## src/core/tcic_pkg.sv

```systemverilog
// Constants, register offsets and carrier types for the timer capture/compare block.
// Assumes a single AHB-Lite bus clock; all offsets are byte addresses of aligned words.
package tcic_pkg;
  localparam logic [7:0] A_CTRL = 8'h00;
  localparam logic [7:0] A_EDGE = 8'h04;
  localparam logic [7:0] A_IEN  = 8'h08;
  localparam logic [7:0] A_FLAG = 8'h0C;
  localparam logic [7:0] A_CNT  = 8'h10;
  localparam logic [7:0] A_CAP1 = 8'h14;
  localparam logic [7:0] A_CAP2 = 8'h18;
  localparam logic [7:0] A_CAP3 = 8'h1C;
  localparam logic [7:0] A_SHR  = 8'h20;
  localparam logic [7:0] A_CMP1 = 8'h24;
  localparam logic [7:0] A_CMP2 = 8'h28;
  localparam logic [7:0] A_CMP3 = 8'h2C;
  localparam logic [7:0] A_CMP4 = 8'h30;
  localparam logic [7:0] A_PORT = 8'h34;
  localparam logic [7:0] A_DIR  = 8'h38;
  localparam logic [7:0] A_ACT  = 8'h3C;
  localparam logic [7:0] A_OC1  = 8'h40;
  localparam logic [7:0] A_ACC  = 8'h44;
  localparam logic [7:0] A_ACNT = 8'h48;
  localparam logic [7:0] A_WDOG = 8'h4C;
  // Timer control register fields
  localparam int C_PS   = 0;
  localparam int C_WDEN = 2;
  // Accumulator control register fields
  localparam int P_EN   = 0;
  localparam int P_GATE = 1;
  localparam int P_POL  = 2;
  localparam int P_RATE = 3;
  localparam int P_SEL  = 5;
  // Flag / enable / request bit positions
  localparam int F_CAP1 = 0;
  localparam int F_C4C5 = 3;
  localparam int F_CMP1 = 4;
  localparam int F_OVF  = 8;
  localparam int F_PIR  = 9;
  localparam int F_AOVF = 10;
  localparam int F_AEDG = 11;
  localparam int F_W    = 12;
  localparam int OC1_DATA = 8;
  localparam logic [15:0] CMP_RST = 16'hFFFF;
  localparam logic [7:0]  WD_KEY1 = 8'h55;
  localparam logic [7:0]  WD_KEY2 = 8'hAA;
  localparam logic [1:0]  E_RISE  = 2'h1;
  localparam logic [1:0]  E_FALL  = 2'h2;
  localparam logic [1:0]  E_ANY   = 2'h3;
  localparam logic [1:0]  M_TOG   = 2'h1;
  localparam logic [1:0]  M_CLR   = 2'h2;
  localparam logic [1:0]  M_SET   = 2'h3;
  localparam logic [3:0]  PS_DIV1  = 4'h0;
  localparam logic [3:0]  PS_DIV4  = 4'h3;
  localparam logic [3:0]  PS_DIV8  = 4'h7;
  localparam logic [3:0]  PS_DIV16 = 4'hF;
  typedef struct packed {
    logic [7:0] out;
    logic [7:0] oe;
  } tcic_port_t;
endpackage : tcic_pkg

```

## src/core/tcic_timer.sv

```systemverilog
// Main timer: free-running counter, capture/compare channels, port pin sharing,
// accumulator, periodic tick and watchdog, behind an AHB-Lite slave.
// Assumes pin inputs synchronous to hclk and a single-slave bus (zero wait states).
`timescale 1ns/1ps
module tcic_timer
  import tcic_pkg::*;
#(
  parameter int unsigned WD_DIV_LOG2  = 15,
  parameter int unsigned WD_LIMIT     = 4,
  parameter int unsigned RTI_LOG2     = 13,
  parameter int unsigned GATE_LOG2    = 6,
  parameter int unsigned RST_PULSE    = 16
) (
  input  wire logic             hclk,
  input  wire logic             hresetn,
  input  wire logic             hsel,
  input  wire logic [31:0]      haddr,
  input  wire logic [1:0]       htrans,
  input  wire logic             hwrite,
  input  wire logic [2:0]       hsize,
  input  wire logic             hready,
  input  wire logic [31:0]      hwdata,
  output logic      [31:0]      hrdata,
  output logic                  hreadyout,
  output logic                  hresp,
  input  wire logic [7:0]       pin_in,
  output tcic_port_t            port,
  output logic      [F_W-1:0]   irq_req,
  output logic                  rst_pin_out,
  output logic                  rst_pin_oe
);
  function automatic logic edge_hit(input logic [1:0] code, input logic prev, input logic cur);
    edge_hit = (code == E_RISE && !prev && cur) || (code == E_FALL && prev && !cur) ||
               (code == E_ANY && prev != cur);
  endfunction : edge_hit

  function automatic logic tap(input logic [15:0] c, input int unsigned n);
    logic [16:0] m;
    m = (17'h1 << n) - 17'h1;
    tap = (c & m[15:0]) == m[15:0];
  endfunction : tap

  logic [2:0]     ctrl_reg;
  logic [5:0]     accc_reg;
  logic [7:0]     edge_reg;
  logic [F_W-1:0] ien_reg;
  logic [F_W-1:0] flag_reg;
  logic [F_W-1:0] flag_next;
  logic [15:0]    cnt_reg;
  logic [3:0]     pre_reg;
  logic           upd_reg;
  logic [15:0]    cap_reg [3];
  logic [15:0]    shr_reg;
  logic [15:0]    cmp_reg [4];
  logic [7:0]     pdat_reg;
  logic [7:0]     dir_reg;
  logic [7:0]     act_reg;
  logic [7:0]     oc1m_reg;
  logic [7:0]     oc1d_reg;
  logic [7:3]     oc_reg;
  logic [7:3]     oc_next;
  logic [7:0]     acnt_reg;
  logic [15:0]    chain_reg;
  logic [7:0]     wdc_reg;
  logic           wkey_reg;
  logic [7:0]     rstc_reg;
  logic [4:0]     s1_reg;
  logic [4:0]     s2_reg;
  logic [4:0]     s3_reg;
  logic [3:0]     pend_reg;
  logic [3:0]     hold_reg;
  logic           wr_reg;
  logic [7:0]     wa_reg;
  logic [31:0]    rd_val;
  logic [3:0]     hit;
  logic [3:0]     go;
  logic [7:0]     owned;

  // Bus decode; slave never stalls and always answers OKAY
  wire       req_ok = hsel && htrans[1] && hready;
  wire       rd_a   = req_ok && !hwrite;
  wire [7:0] ra     = haddr[7:0];
  wire [7:0] wdb    = hwdata[7:0];
  wire       w_ctrl = wr_reg && wa_reg == A_CTRL;
  wire       w_edge = wr_reg && wa_reg == A_EDGE;
  wire       w_ien  = wr_reg && wa_reg == A_IEN;
  wire       w_flag = wr_reg && wa_reg == A_FLAG;
  wire       w_shr  = wr_reg && wa_reg == A_SHR;
  wire       w_port = wr_reg && wa_reg == A_PORT;
  wire       w_dir  = wr_reg && wa_reg == A_DIR;
  wire       w_act  = wr_reg && wa_reg == A_ACT;
  wire       w_oc1  = wr_reg && wa_reg == A_OC1;
  wire       w_acc  = wr_reg && wa_reg == A_ACC;
  wire       w_acnt = wr_reg && wa_reg == A_ACNT;
  wire       w_wdog = wr_reg && wa_reg == A_WDOG;
  wire [3:0] w_cmp  = {wr_reg && wa_reg == A_CMP4, wr_reg && wa_reg == A_CMP3,
                       wr_reg && wa_reg == A_CMP2, wr_reg && wa_reg == A_CMP1};
  assign hreadyout = 1'b1;
  assign hresp     = 1'b0;

  // prescaler terminal count per select code
  wire [1:0] psel   = ctrl_reg[C_PS +: 2];
  wire [3:0] ps_lim = psel == 2'h0 ? PS_DIV1 : psel == 2'h1 ? PS_DIV4 :
                      psel == 2'h2 ? PS_DIV8 : PS_DIV16;
  wire       tick   = pre_reg >= ps_lim;
  wire       sel4   = accc_reg[P_SEL];

  // capture four watches the driven level when pin 3 is an output
  wire cap4_src = port.oe[3] ? port.out[3] : pin_in[3];
  wire [4:0] src = {pin_in[7], cap4_src, pin_in[0], pin_in[1], pin_in[2]};
  wire [1:0] efld [4];
  assign efld[0] = edge_reg[5:4];
  assign efld[1] = edge_reg[3:2];
  assign efld[2] = edge_reg[1:0];
  assign efld[3] = edge_reg[7:6];

  // edge detection on synchronised samples only
  always_comb begin
    for (int i = 0; i < 4; i++) begin
      hit[i] = edge_hit(efld[i], s3_reg[i], s2_reg[i]) && (i != 3 || sel4);
    end
  end
  // a capture that meets a read hold stays pending until the next cycle
  assign go = (pend_reg | hit) & ~hold_reg;

  // compare matches evaluated the cycle after the counter changes
  wire [3:0] m_cmp;
  assign m_cmp[0] = upd_reg && cnt_reg == cmp_reg[0];
  assign m_cmp[1] = upd_reg && cnt_reg == cmp_reg[1];
  assign m_cmp[2] = upd_reg && cnt_reg == cmp_reg[2];
  assign m_cmp[3] = upd_reg && cnt_reg == cmp_reg[3];
  wire       m5   = upd_reg && !sel4 && cnt_reg == shr_reg;
  wire [6:3] pm   = {m_cmp[1], m_cmp[2], m_cmp[3], m5};

  // compare one acts after the dedicated channel so it takes priority
  always_comb begin
    oc_next = oc_reg;
    for (int p = 3; p < 7; p++) begin
      if (pm[p]) begin
        case (act_reg[2*(p-3) +: 2])
          M_TOG:   oc_next[p] = !oc_reg[p];
          M_CLR:   oc_next[p] = 1'b0;
          M_SET:   oc_next[p] = 1'b1;
          default: oc_next[p] = oc_reg[p];
        endcase
      end
    end
    for (int p = 3; p < 8; p++) begin
      if (m_cmp[0] && oc1m_reg[p]) begin
        oc_next[p] = oc1d_reg[p];
      end
    end
  end

  // pin ownership; owned pins ignore port data
  always_comb begin
    owned = 8'h00;
    for (int p = 3; p < 7; p++) begin
      owned[p] = (act_reg[2*(p-3) +: 2] != 2'h0 && (p != 3 || !sel4)) || oc1m_reg[p];
    end
    owned[7] = oc1m_reg[7];
  end
  assign port.out = (owned & {oc_reg, 3'h0}) | (~owned & pdat_reg);
  assign port.oe  = owned | dir_reg;

  wire pol  = accc_reg[P_POL];
  wire ahit = pol ? (s2_reg[4] && !s3_reg[4]) : (!s2_reg[4] && s3_reg[4]);
  wire ainc = accc_reg[P_EN] && (accc_reg[P_GATE] ? tap(chain_reg, GATE_LOG2) && s2_reg[4] == pol
                                                  : ahit);
  // periodic tick from one of four chain taps
  wire pir  = tap(chain_reg, RTI_LOG2 + 32'(accc_reg[P_RATE +: 2]));
  // watchdog clocked by bus clock over 2^15
  wire wtick = ctrl_reg[C_WDEN] && tap(chain_reg, WD_DIV_LOG2);
  wire wserv = w_wdog && wkey_reg && wdb == WD_KEY2;
  wire wfire = wtick && !wserv && wdc_reg == 8'(WD_LIMIT - 1);

  // Flag sets win over a software clear in the same cycle
  always_comb begin
    flag_next = flag_reg & ~(w_flag ? hwdata[F_W-1:0] : '0);
    flag_next[F_CAP1 +: 3] |= go[2:0];
    flag_next[F_C4C5]      |= go[3] || m5;
    flag_next[F_CMP1 +: 4] |= m_cmp;
    flag_next[F_OVF]       |= tick && cnt_reg == 16'hFFFF;
    flag_next[F_PIR]       |= pir;
    flag_next[F_AOVF]      |= ainc && acnt_reg == 8'hFF;
    flag_next[F_AEDG]      |= accc_reg[P_EN] && ahit;
  end
  // one request per function, level while flag and enable are set
  assign irq_req = flag_reg & ien_reg;

  always_comb begin
    case (ra)
      A_CTRL:  rd_val = {29'h0, ctrl_reg};
      A_EDGE:  rd_val = {24'h0, edge_reg};
      A_IEN:   rd_val = {20'h0, ien_reg};
      A_FLAG:  rd_val = {20'h0, flag_reg};
      A_CNT:   rd_val = {16'h0, cnt_reg};
      A_CAP1:  rd_val = {16'h0, cap_reg[0]};
      A_CAP2:  rd_val = {16'h0, cap_reg[1]};
      A_CAP3:  rd_val = {16'h0, cap_reg[2]};
      A_SHR:   rd_val = {16'h0, shr_reg};
      A_CMP1:  rd_val = {16'h0, cmp_reg[0]};
      A_CMP2:  rd_val = {16'h0, cmp_reg[1]};
      A_CMP3:  rd_val = {16'h0, cmp_reg[2]};
      A_CMP4:  rd_val = {16'h0, cmp_reg[3]};
      // pin levels readable regardless of function
      A_PORT:  rd_val = {24'h0, pin_in};
      A_DIR:   rd_val = {24'h0, dir_reg};
      A_ACT:   rd_val = {24'h0, act_reg};
      A_OC1:   rd_val = {16'h0, oc1d_reg, oc1m_reg};
      A_ACC:   rd_val = {26'h0, accc_reg};
      A_ACNT:  rd_val = {24'h0, acnt_reg};
      default: rd_val = 32'h0;
    endcase
  end

  always_ff @(posedge hclk or negedge hresetn) begin
    if (!hresetn) begin
      wr_reg   <= 1'b0;
      wa_reg   <= 8'h00;
      hrdata   <= 32'h0;
      hold_reg <= 4'h0;
    end else begin
      wr_reg   <= req_ok && hwrite;
      wa_reg   <= ra;
      hrdata   <= rd_a ? rd_val : 32'h0;
      // read of a capture register holds its transfer for one cycle
      hold_reg <= {rd_a && ra == A_SHR, rd_a && ra == A_CAP3, rd_a && ra == A_CAP2, rd_a && ra == A_CAP1};
    end
  end

  // counter has no load, clear or stop path
  always_ff @(posedge hclk or negedge hresetn) begin
    if (!hresetn) begin
      pre_reg   <= 4'h0;
      cnt_reg   <= 16'h0;
      upd_reg   <= 1'b0;
      chain_reg <= 16'h0;
    end else begin
      pre_reg   <= tick ? 4'h0 : pre_reg + 4'h1;
      cnt_reg   <= tick ? cnt_reg + 16'h1 : cnt_reg;
      upd_reg   <= tick;
      chain_reg <= chain_reg + 16'h1;
    end
  end

  // two-stage sync, edges seen between stages two and three
  always_ff @(posedge hclk or negedge hresetn) begin
    if (!hresetn) begin
      s1_reg   <= 5'h0;
      s2_reg   <= 5'h0;
      s3_reg   <= 5'h0;
      pend_reg <= 4'h0;
    end else begin
      s1_reg   <= src;
      s2_reg   <= s1_reg;
      s3_reg   <= s2_reg;
      pend_reg <= (pend_reg | hit) & hold_reg;
    end
  end

  // capture latches hold the stable counter; not cleared by reset
  always_ff @(posedge hclk) begin
    for (int i = 0; i < 3; i++) begin
      if (go[i]) begin
        cap_reg[i] <= cnt_reg;
      end
    end
  end

  // select, direction and shared register reset values
  always_ff @(posedge hclk or negedge hresetn) begin
    if (!hresetn) begin
      ctrl_reg <= 3'h0;
      accc_reg <= 6'h0;
      edge_reg <= 8'h00;
      ien_reg  <= '0;
      flag_reg <= '0;
      shr_reg  <= CMP_RST;
      for (int i = 0; i < 4; i++) begin
        cmp_reg[i] <= CMP_RST;
      end
      pdat_reg <= 8'h00;
      dir_reg  <= 8'h00;
      act_reg  <= 8'h00;
      oc1m_reg <= 8'h00;
      oc1d_reg <= 8'h00;
      oc_reg   <= 5'h00;
    end else begin
      if (w_ctrl) ctrl_reg <= hwdata[2:0];
      if (w_acc)  accc_reg <= hwdata[5:0];
      if (w_edge) edge_reg <= wdb;
      if (w_ien)  ien_reg  <= hwdata[F_W-1:0];
      flag_reg <= flag_next;
      // writes ignored while capture four owns the register
      if (go[3]) begin
        shr_reg <= cnt_reg;
      end else if (w_shr && !sel4) begin
        shr_reg <= hwdata[15:0];
      end
      for (int i = 0; i < 4; i++) begin
        if (w_cmp[i]) cmp_reg[i] <= hwdata[15:0];
      end
      if (w_port) pdat_reg <= wdb;
      if (w_dir)  dir_reg  <= wdb;
      if (w_act)  act_reg  <= wdb;
      if (w_oc1) begin
        oc1m_reg <= {wdb[7:3], 3'h0};
        oc1d_reg <= {hwdata[OC1_DATA+7 -: 5], 3'h0};
      end
      oc_reg <= oc_next;
    end
  end

  always_ff @(posedge hclk or negedge hresetn) begin
    if (!hresetn) begin
      acnt_reg <= 8'h00;
      wdc_reg  <= 8'h00;
      wkey_reg <= 1'b0;
      rstc_reg <= 8'h00;
    end else begin
      acnt_reg <= w_acnt ? wdb : acnt_reg + 8'(ainc);
      if (w_wdog) wkey_reg <= wdb == WD_KEY1;
      wdc_reg  <= (wserv || wfire) ? 8'h00 : wdc_reg + 8'(wtick);
      rstc_reg <= wfire ? 8'(RST_PULSE) : rstc_reg - 8'(rstc_reg != 8'h00);
    end
  end
  // open-drain reset pin, only ever pulled low
  assign rst_pin_out = 1'b0;
  assign rst_pin_oe  = rstc_reg != 8'h00;
endmodule : tcic_timer

```

## config.mk

```make
export PLATFORM = sky130hd
export DESIGN_NAME = tcic_timer
export DESIGN_NICKNAME = d
export VERILOG_FILES = /design/src/core/tcic_pkg.sv /design/src/core/tcic_timer.sv
export SDC_FILE = /design/constraint.sdc
export NUM_CORES = 1
export LEC_CHECK = 0
export ABC_AREA = 1
export BUFFER_PORTS_ARGS = -buffer_cell sky130_fd_sc_hd__buf_2
export CORE_MARGIN = 1
export CORE_UTILIZATION = 35
export DETAILED_ROUTE_END_ITERATION = 10
export GPL_TIMING_DRIVEN = 0
export PLACE_DENSITY = 0.6
export SYNTH_ARGS = -nofsm -noshare
export SYNTH_HDL_FRONTEND = slang
export SYNTH_SLANG_ARGS = --single-unit
```

## constraint.sdc

```tcl
create_clock -name hclk -period 3.02 [get_ports hclk]
set_clock_uncertainty 0.1 [all_clocks]
set_input_delay 0.151 -clock hclk [delete_from_list [all_inputs] [get_ports hclk]]
set_output_delay 0.151 -clock hclk [all_outputs]
set_load 0.02 [all_outputs]
```

Word level (Yosys, flattened, before mapping) --
Memories as Yosys holds them, arrays and structs flattened. Index checks and enable logic that the tools add are counted.
Storage, ports and cells: register bits 286, memory bits (writable) 48, bits of input ports 82, output and inout port bits 64, logic and storage cells 299, memories kept 1
Operators by class: add/subtract/negate cells 8, order comparisons 1, eq/ne operators 77, shift operators 1, multiplexer cells 33, bitwise gates (word level) 20, reduce and logical (&&, ||, !) cells 122
Memories:
- cap_reg | depth 3, width 16, read ports 3, clocked after Yosys merged registers in 0, write ports 3, RTL line tcic_timer.sv:52 | logic [15:0] cap_reg [3];
Operator list (number):
- 16-bit one-hot mux with 19 select lines | 1
- 8-bit by 6-bit == test with 1-bit output, second input constant | 16
- 16-bit == test | 6
- 1-bit logical AND | 70
- 8-bit by 7-bit == test with 1-bit output, second input constant | 8
- 2-bit == test, second input constant | 17
- 16-bit by 1-bit adder with 16-bit output, second input constant | 2
- 8-bit by 4-bit == test with 1-bit output, second input constant | 4
- 8-bit by 5-bit == test with 1-bit output, second input constant | 4
- 16-bit 2-to-1 mux | 2
- 32-bit 2-to-1 mux | 1
- 12-bit AND | 2
- 8-bit 2-to-1 mux | 3
- 2-bit by 1-bit == test with 1-bit output, second input constant | 9
- 2-bit nonzero test | 9
- 1-bit zero test | 17
- 1-bit 2-to-1 mux | 17
- 8-bit by 1-bit adder with 8-bit output | 2
- 16-bit AND | 1
- 8-bit AND | 2
- 16-bit == test, second input constant | 1
- 8-bit by 3-bit == test with 1-bit output, second input constant | 2
- 8-bit == test, second input constant | 2
- 8-bit zero test | 2
- other kinds (27) | 62

Depth between registers and ports, before layout --
Gate-level depths: netlist of the first run.
word-level depth 10, mapped depth 14, depth with buffers taken out 14

Worst setup path before layout of the first run --
No wires, ideal clock.
path type register -> register, from register chain_reg[0], to register wdc_reg[6], setup time 0.136 ns, arrival time 2.121 ns, data required time 2.784 ns, slack 0.663 ns, cell stages (with the launch flop) 15, path through dfrtp_1 ha_1 nand2_1 nor2_2 inv_1 nor3_1 nand4_1 nor3b_1 ha_1 ha_1 nand2_1 nor3_1 nand2_1 xor2_1 nor2_1
On the way: word-level cells in the longest chain between the ends 6
Ends and longest elaborated chain:
- start: declaration | RTL line tcic_timer.sv:63 | logic [15:0] chain_reg;
- start signal: assignment | RTL line tcic_timer.sv:243 | chain_reg <= chain_reg + 16'h1;
- 15-bit == test * | RTL line tcic_timer.sv:40 | tap = (c & m[15:0]) == m[15:0];
- 1-bit logical AND * | RTL line tcic_timer.sv:173 | wire wtick = ctrl_reg[C_WDEN] && tap(chain_reg, WD_DIV_LOG2);
- parallel branches: the longest is 3 deep, another holds 8-bit by 1-bit adder with 8-bit output
- 8-bit 2-to-1 mux * | RTL line tcic_timer.sv:324 | wdc_reg <= (wserv || wfire) ? 8'h00 : wdc_reg + 8'(wtick);
- end signal: assignment | RTL line tcic_timer.sv:324
- end: declaration | RTL line tcic_timer.sv:64 | logic [7:0] wdc_reg;
Mark *: on every way between the ends. A chain may end at the register's enable or synchronous reset.

Final worst setup path of the first run --
Ends and elaborated chain as after synthesis.

==> metrics, run 1 <==
Mapped Cells approximately 2,000; post-DP HPWL around 47,000 µm; die outline height 218.2 µm; CTS sink count around 320; met3 GRT Util 0.03424; met1 usage 0.3607; CP startpoint kind flop; Final Total Pwr approximately 11 mW; Skew-Pair Late Insertion Delay about 570 ps; CTS clk-pin slew, worst paths 60 ps; number of global-route vias before repair ~14,000; area occupied by multi-input gates 6689 µm²; Avg Cell Area, Syn 8.110 µm²; Worst Path Max Fanout 3; largest net degree at the start of global routing 119; worst setup margin about 320 ps; Synth Area in Simple Gates 0.2532; Layout Nets between 2,000 and 2,500; chip width ~220 µm; root buffer cell clkbuf_16; Flop pwr share 0.452; antenna violations before repair 0; GR Util met2 0.3983; max-slew violation count 0; Post-Syn Area 16,360 µm²; post-route minimum period between 2000 and 3000 ps; Fmax 370.6 MHz; Synth Area in Adders 0.01300; via-per-instance ratio slightly above 5; HP Class input port to flop; Initial Util 0.3574; r2r worst-path depth 14; drt pass-1 iters 8; die area roughly 48,000 µm²; largest family of logic cells by synthesized area simple AND/OR/NAND/NOR gates; P&R area growth vs syn 17.55%; post-synthesis compound-gate area fraction 0.1072; 1st-iter DRT viols between 1,000 and 1,500; Rows 78; cell taking the most area after synthesis dfrtp_1; H-tree Lvls 2; LEAKAGE around 9.4 nW; Psw 2.891 mW; DRT antenna net count 0; Worst Path Arrival between 3000 and 4000 ps; Switching Fraction 0.2731; pre-CTS WS between 300 and 400 ps; Synth area leaders dfrtp_1, dfstp_2, nand2_1; P_int between 7 and 8 mW; Fin. Hold Viols 0; Worst VDD drop between 400 and 500 µV; busiest layer in global routing met2; DR DRC count 0; slew margin rel. 0.3154; register area roughly 8300 µm²; Worst Path Class, Setup flop to flop; outcome complete, no violations; Routed WL per cell around 21 µm; multiplexer share of the synthesized area 0.0006884; Power Density between 500 and 600 nW/µm²; count of final setup violators 0; Most used DFF post-synth dfrtp_1; Synth Area in XOR/XNOR 0.03052; Antenna Cells 0; Post-synth top cells nand2_1, o21ai_0, inv_1, nor2_1, dfrtp_1; total gr overflow 0; Crit path largest cell delay between 300 and 400 ps; wirelength, routed between 60,000 and 70,000 µm; Worst Tran Pin Value 1027 ps; most instantiated library cell after synthesis nand2_1; Post-synth ARST share 0.8491; Setup TNS 0 ps; crit end category flop; Clk pwr share 0.443; crit path cell chain ha_1 > nand2_1 > nor2_2 > inv_1 > nor3_1 > nand4_1 > nor3b_1 > ha_1 > ha_1 > nand2_1 > nor3_1 > nand2_1 > xor2_1 > nor2_1; hold depth 5; io pins between 100 and 150; Placeable Area roughly 46,000 µm²; Ys Warns 0; Final Hold Slack roughly 45 ps; Tcrit/Tclk final 0.8936; sequential area share after synthesis 0.5073; CTS tree built; Post-CTS Resized 0; post-synth top area share 0.2907; register bit total from synthesis 318; max cap viols 0; Critical R2R Launch chain_reg[0]; first-pass GRT wire length about 90,000 µm; Synth cell types 46; CP required approximately 3300 ps; Global Route Usage Sum 0.2578; Logic pwr share 0.105; number of port buffers between 70 and 80; Slowest-stage cell, CP dfrtp_1; hold endpoint hrdata[0]; FILL cells roughly 4,700; worst reg2reg path endpoint wdc_reg[6]; gpl congestion between 0.9 and 1; Post-CTS Setup Repair Bufs 0; vias between 10,000 and 15,000; hold-fix buffers at CTS 33; Largest register FFs 64; Hold Startpoint hready; clk buf depth 3; R2R setup slack 320 ps; RSZ-0062 raised after global routing false; cts bufs inserted 38; share of cells above drive strength 1 0.1578; number of synthesized flops with an enable pin 48
power by group through the flow:
stage / logic [mW] / registers, mW / clock network (mW)
3_3_place_gp: 1.03 / 4.84 / 0
3_5_place_dp: 1.06 / 4.85 / 0
5_1_grt: 1.22 / 4.80 / 4.93
6_report: 1.11 / 4.78 / 4.69
2_1_floorplan: 0.629 / 4.79 / 0
4_1_cts: 1.10 / 4.78 / 4.76
placed cells by master, fill, tap and decap left out, types with 15 or more instances in the layout:
cell type      synthesis  final
clkbuf_16              0     38
edfxtp_1              48     48
dfrtp_1              190    190
buf_2                 22    100
nor2_1               198    198
nand4_1               35     35
nand3_1              100    100
inv_1                225    225
clkbuf_1              24     35
o21ai_1               25     25
o21ai_0              230    230
conb_1                 2     19
nor2_2                15     15
dfstp_2               80     80
ha_1                  17     17
inv_2                 18     18
buf_4                 35     35
xor2_1                45     45
nand2_1              537    537
a21oi_1               64     64
nor3_1                21     21
dlygate4sd3_1          0     32
cells by family after synthesis:
logic type / Yosys count
adders and majority gates: 17
muxes: 1
buffers and inverters: 331
other: 2
AOI/OAI and AO/OA: 337
DFF: 318
and+or+nand+nor: 954
xor gates and xnor gates: 57
worst max-delay path, delay by kind of cell, from the launching register on:
family,cells,cell delay [ps]
xor gates and xnor gates,1,140
buffers and inverters,1,100
and+or+nand+nor,9,1290
adders and majority gates,3,570
DFF,1,370
final cells by class:
| type | instances | area share |
|---|---|---|
| multi-input cells | 1385 | 0.3479 |
| clock inverters | 15 | 0.009370 |
| plain buffers | 88 | 0.02720 |
| flip-flops and latches | 318 | 0.4315 |
| repair buffers | 114 | 0.04165 |
| well taps | 600 | 0.03904 |
| clock buffers | 55 | 0.05590 |
| inverters | 243 | 0.04744 |
through the flow:
| step | std cells | area (µm²) | utilization |
|---|---|---|---|
| CTS | 2818 | 19230 | 0.4201 |
| global placement | 2713 | 17570 | 0.3838 |
| finish | 2818 | 19230 | 0.4201 |
| global route | 2818 | 19230 | 0.4201 |
| floorplan | 2034 | 16420 | - |
| detailed placement | 2715 | 17630 | 0.3852 |
worst max-delay path by stage:
stage                 start     endpoint  slack [ps]  cells past startpoint
6_report       chain_reg[0]   wdc_reg[6]         320                     14
5_1_grt        chain_reg[0]   wdc_reg[7]          10                     14
4_1_cts        chain_reg[0]   wdc_reg[6]         280                     14
3_5_place_dp   chain_reg[0]   wdc_reg[6]         320                     14
3_3_place_gp        hresetn  ien_reg[11]       -3550                      1
2_1_floorplan  chain_reg[0]   wdc_reg[6]         660                     14
layer usage:
| metal | wire, µm | share of wire |
|---|---|---|
| met2 | 27000 | 0.45 |
| met5 | 0 | 0 |
| met1 | 26740 | 0.44 |
| met3 | 4223 | 0.070 |
| met4 | 2494 | 0.041 |
No activity file was read; power rests on OpenSTA's default activity.
==> inputs of run 2 (changes only) <==
--- a/config.mk
+++ b/config.mk
@@ -12,6 +12,7 @@
 export DETAILED_ROUTE_END_ITERATION = 10
 export GPL_TIMING_DRIVEN = 0
 export PLACE_DENSITY = 0.6
+export REMOVE_ABC_BUFFERS = 1
 export SYNTH_ARGS = -nofsm -noshare
 export SYNTH_HDL_FRONTEND = slang
 export SYNTH_SLANG_ARGS = --single-unit
==> metrics, run 2 (synthesized netlist as in run 1, its figures left out) <==
Tcrit/Tclk final 0.9600; most common cell after layout, fill and taps aside nand2_1; CTS tree built; max cap viols 0; max-slew violation count 0; pre-CTS WS between 150 and 200 ps; H-tree Lvls 2; design area ~19,000 µm²; post-DP HPWL 41,230 µm; Fin. Hold Viols 0; die area around 48,000 µm²; Placeable Area 45,770 µm²; Skew-Pair Late Insertion Delay ~550 ps; worst setup margin between 100 and 150 ps; Final Total Pwr just over 10 mW; DR DRC count 0; Final Core Density 0.4101; number of port buffers between 80 and 90; cts bufs inserted 37; CP required 3330 ps; gpl congestion between 0.9 and 1; Routed WL per cell ~21 µm; Worst Path Arrival between 3000 and 4000 ps; Global Route Usage Sum 0.2428; vias ~14,000; Post-CTS Setup Repair Bufs 0; LEAKAGE between 9 and 10 nW; R2R setup slack roughly 340 ps; commonest cells after routing, fill and taps aside nand2_1, o21ai_0, inv_1; slew margin rel. 0.06514; DRT antenna net count 0; Worst Path Max Fanout 11; die outline height ~220 µm; Critical R2R Launch accc_reg[5]; crit end category flop; HP Class input port to asynchronous set/reset pin; Power Density between 500 and 600 nW/µm²; Worst Tran Pin Value 1402 ps; CTS sink count 318; Worst Path Class, Setup input port to flop; r2r worst-path depth 5; chip width between 200 and 250 µm; 1st-iter DRT viols around 1,500; antenna violations before repair 0; P&R area growth vs syn 14.74%; wirelength, routed about 57,000 µm; Setup TNS 0 ps; Worst VDD drop 297.1 µV; share of cells above drive strength 1 0.1378; post-route minimum period a little under 3000 ps; RSZ-0062 raised after global routing false; largest net degree at the start of global routing between 100 and 150; CTS clk-pin slew, worst paths 60 ps; Rows 78; Largest register FFs 64; CP startpoint kind input port; drt pass-1 iters 7; outcome complete, no violations; io pins roughly 150; clk buf depth 3; worst reg2reg path endpoint shr_reg[8]; Fmax approximately 340 MHz; root buffer cell clkbuf_16; via-per-instance ratio 5.133; count of final setup violators 0; Cell Area, Placed between 15,000 and 20,000 µm²; total gr overflow 0; number of global-route vias before repair 13,627; Initial Util 0.3574; Layout Nets roughly 2,200; first-pass GRT wire length 84,950 µm
run 2: metrics by stage:
step	hold slack [ps]	instances
after global placement	210.4	2628
after detailed placement	94.97	2633
final	77.86	2734
after CTS	107.5	2733
after floorplan	-244.6	1946
after global routing	149.6	2733
run 2: power by group:
| part | switching, mW | total [mW] | internal, mW | leakage, nW |
|---|---|---|---|---|
| combinational | 0.662 | 0.939 | 0.277 | 5.06 |
| sequential | 0.232 | 4.85 | 4.61 | 3.43 |
| clock | 1.86 | 4.58 | 2.72 | 0.613 |
| total | 2.76 | 10.4 | 7.61 | 9.10 |
run 2: how the worst max path moves through the flow:
stage / startpoint / to / cells after the start
after floorplan: chain_reg[0] / wdc_reg[6] / 14
after global routing: chain_reg[0] / wdc_reg[6] / 14
final: haddr[1] / hrdata[7] / 11
after detailed placement: ctrl_reg[1] / cnt_reg[13] / 9
after global placement: hresetn / ien_reg[10] / 1
after CTS: ctrl_reg[1] / cnt_reg[13] / 9
run 2: timing repair:
item / in CTS / in global routing
resized for setup: 0 / 2
endpoints found under the hold margin: 185 / 0
endpoints found under the setup margin: 0 / 4
hold buffers: 33 / 0
run 2: worst max-delay path, stage by stage:
cell,delay (ps)
dlygate4sd3_1,530
buf_2,150
nor2_4,230
nand3_4,180
nor2_2,820
inv_1,450
o21ai_0,290
nor2_1,90
nand3_1,70
nor2_1,40
nor2_1,190
run 2: per-layer routing:
layer | global-route usage | wire [µm]
met4 | 0.1084 | 2559
met3 | 0.03424 | 4130
met2 | 0.3906 | 26280
met1 | 0.3241 | 24090
met5 | 0 | 0
run 2: area by class of cell:
cell class,count,area [µm²]
multi-input cells,1385,6706
inverters,243,912.1
diodes,1,2.502
clock inverters,12,135.1
repair buffers,120,859.6
fillers,4572,27000
clock buffers,55,1105
flip-flops and latches,318,8298
well taps,600,750.7
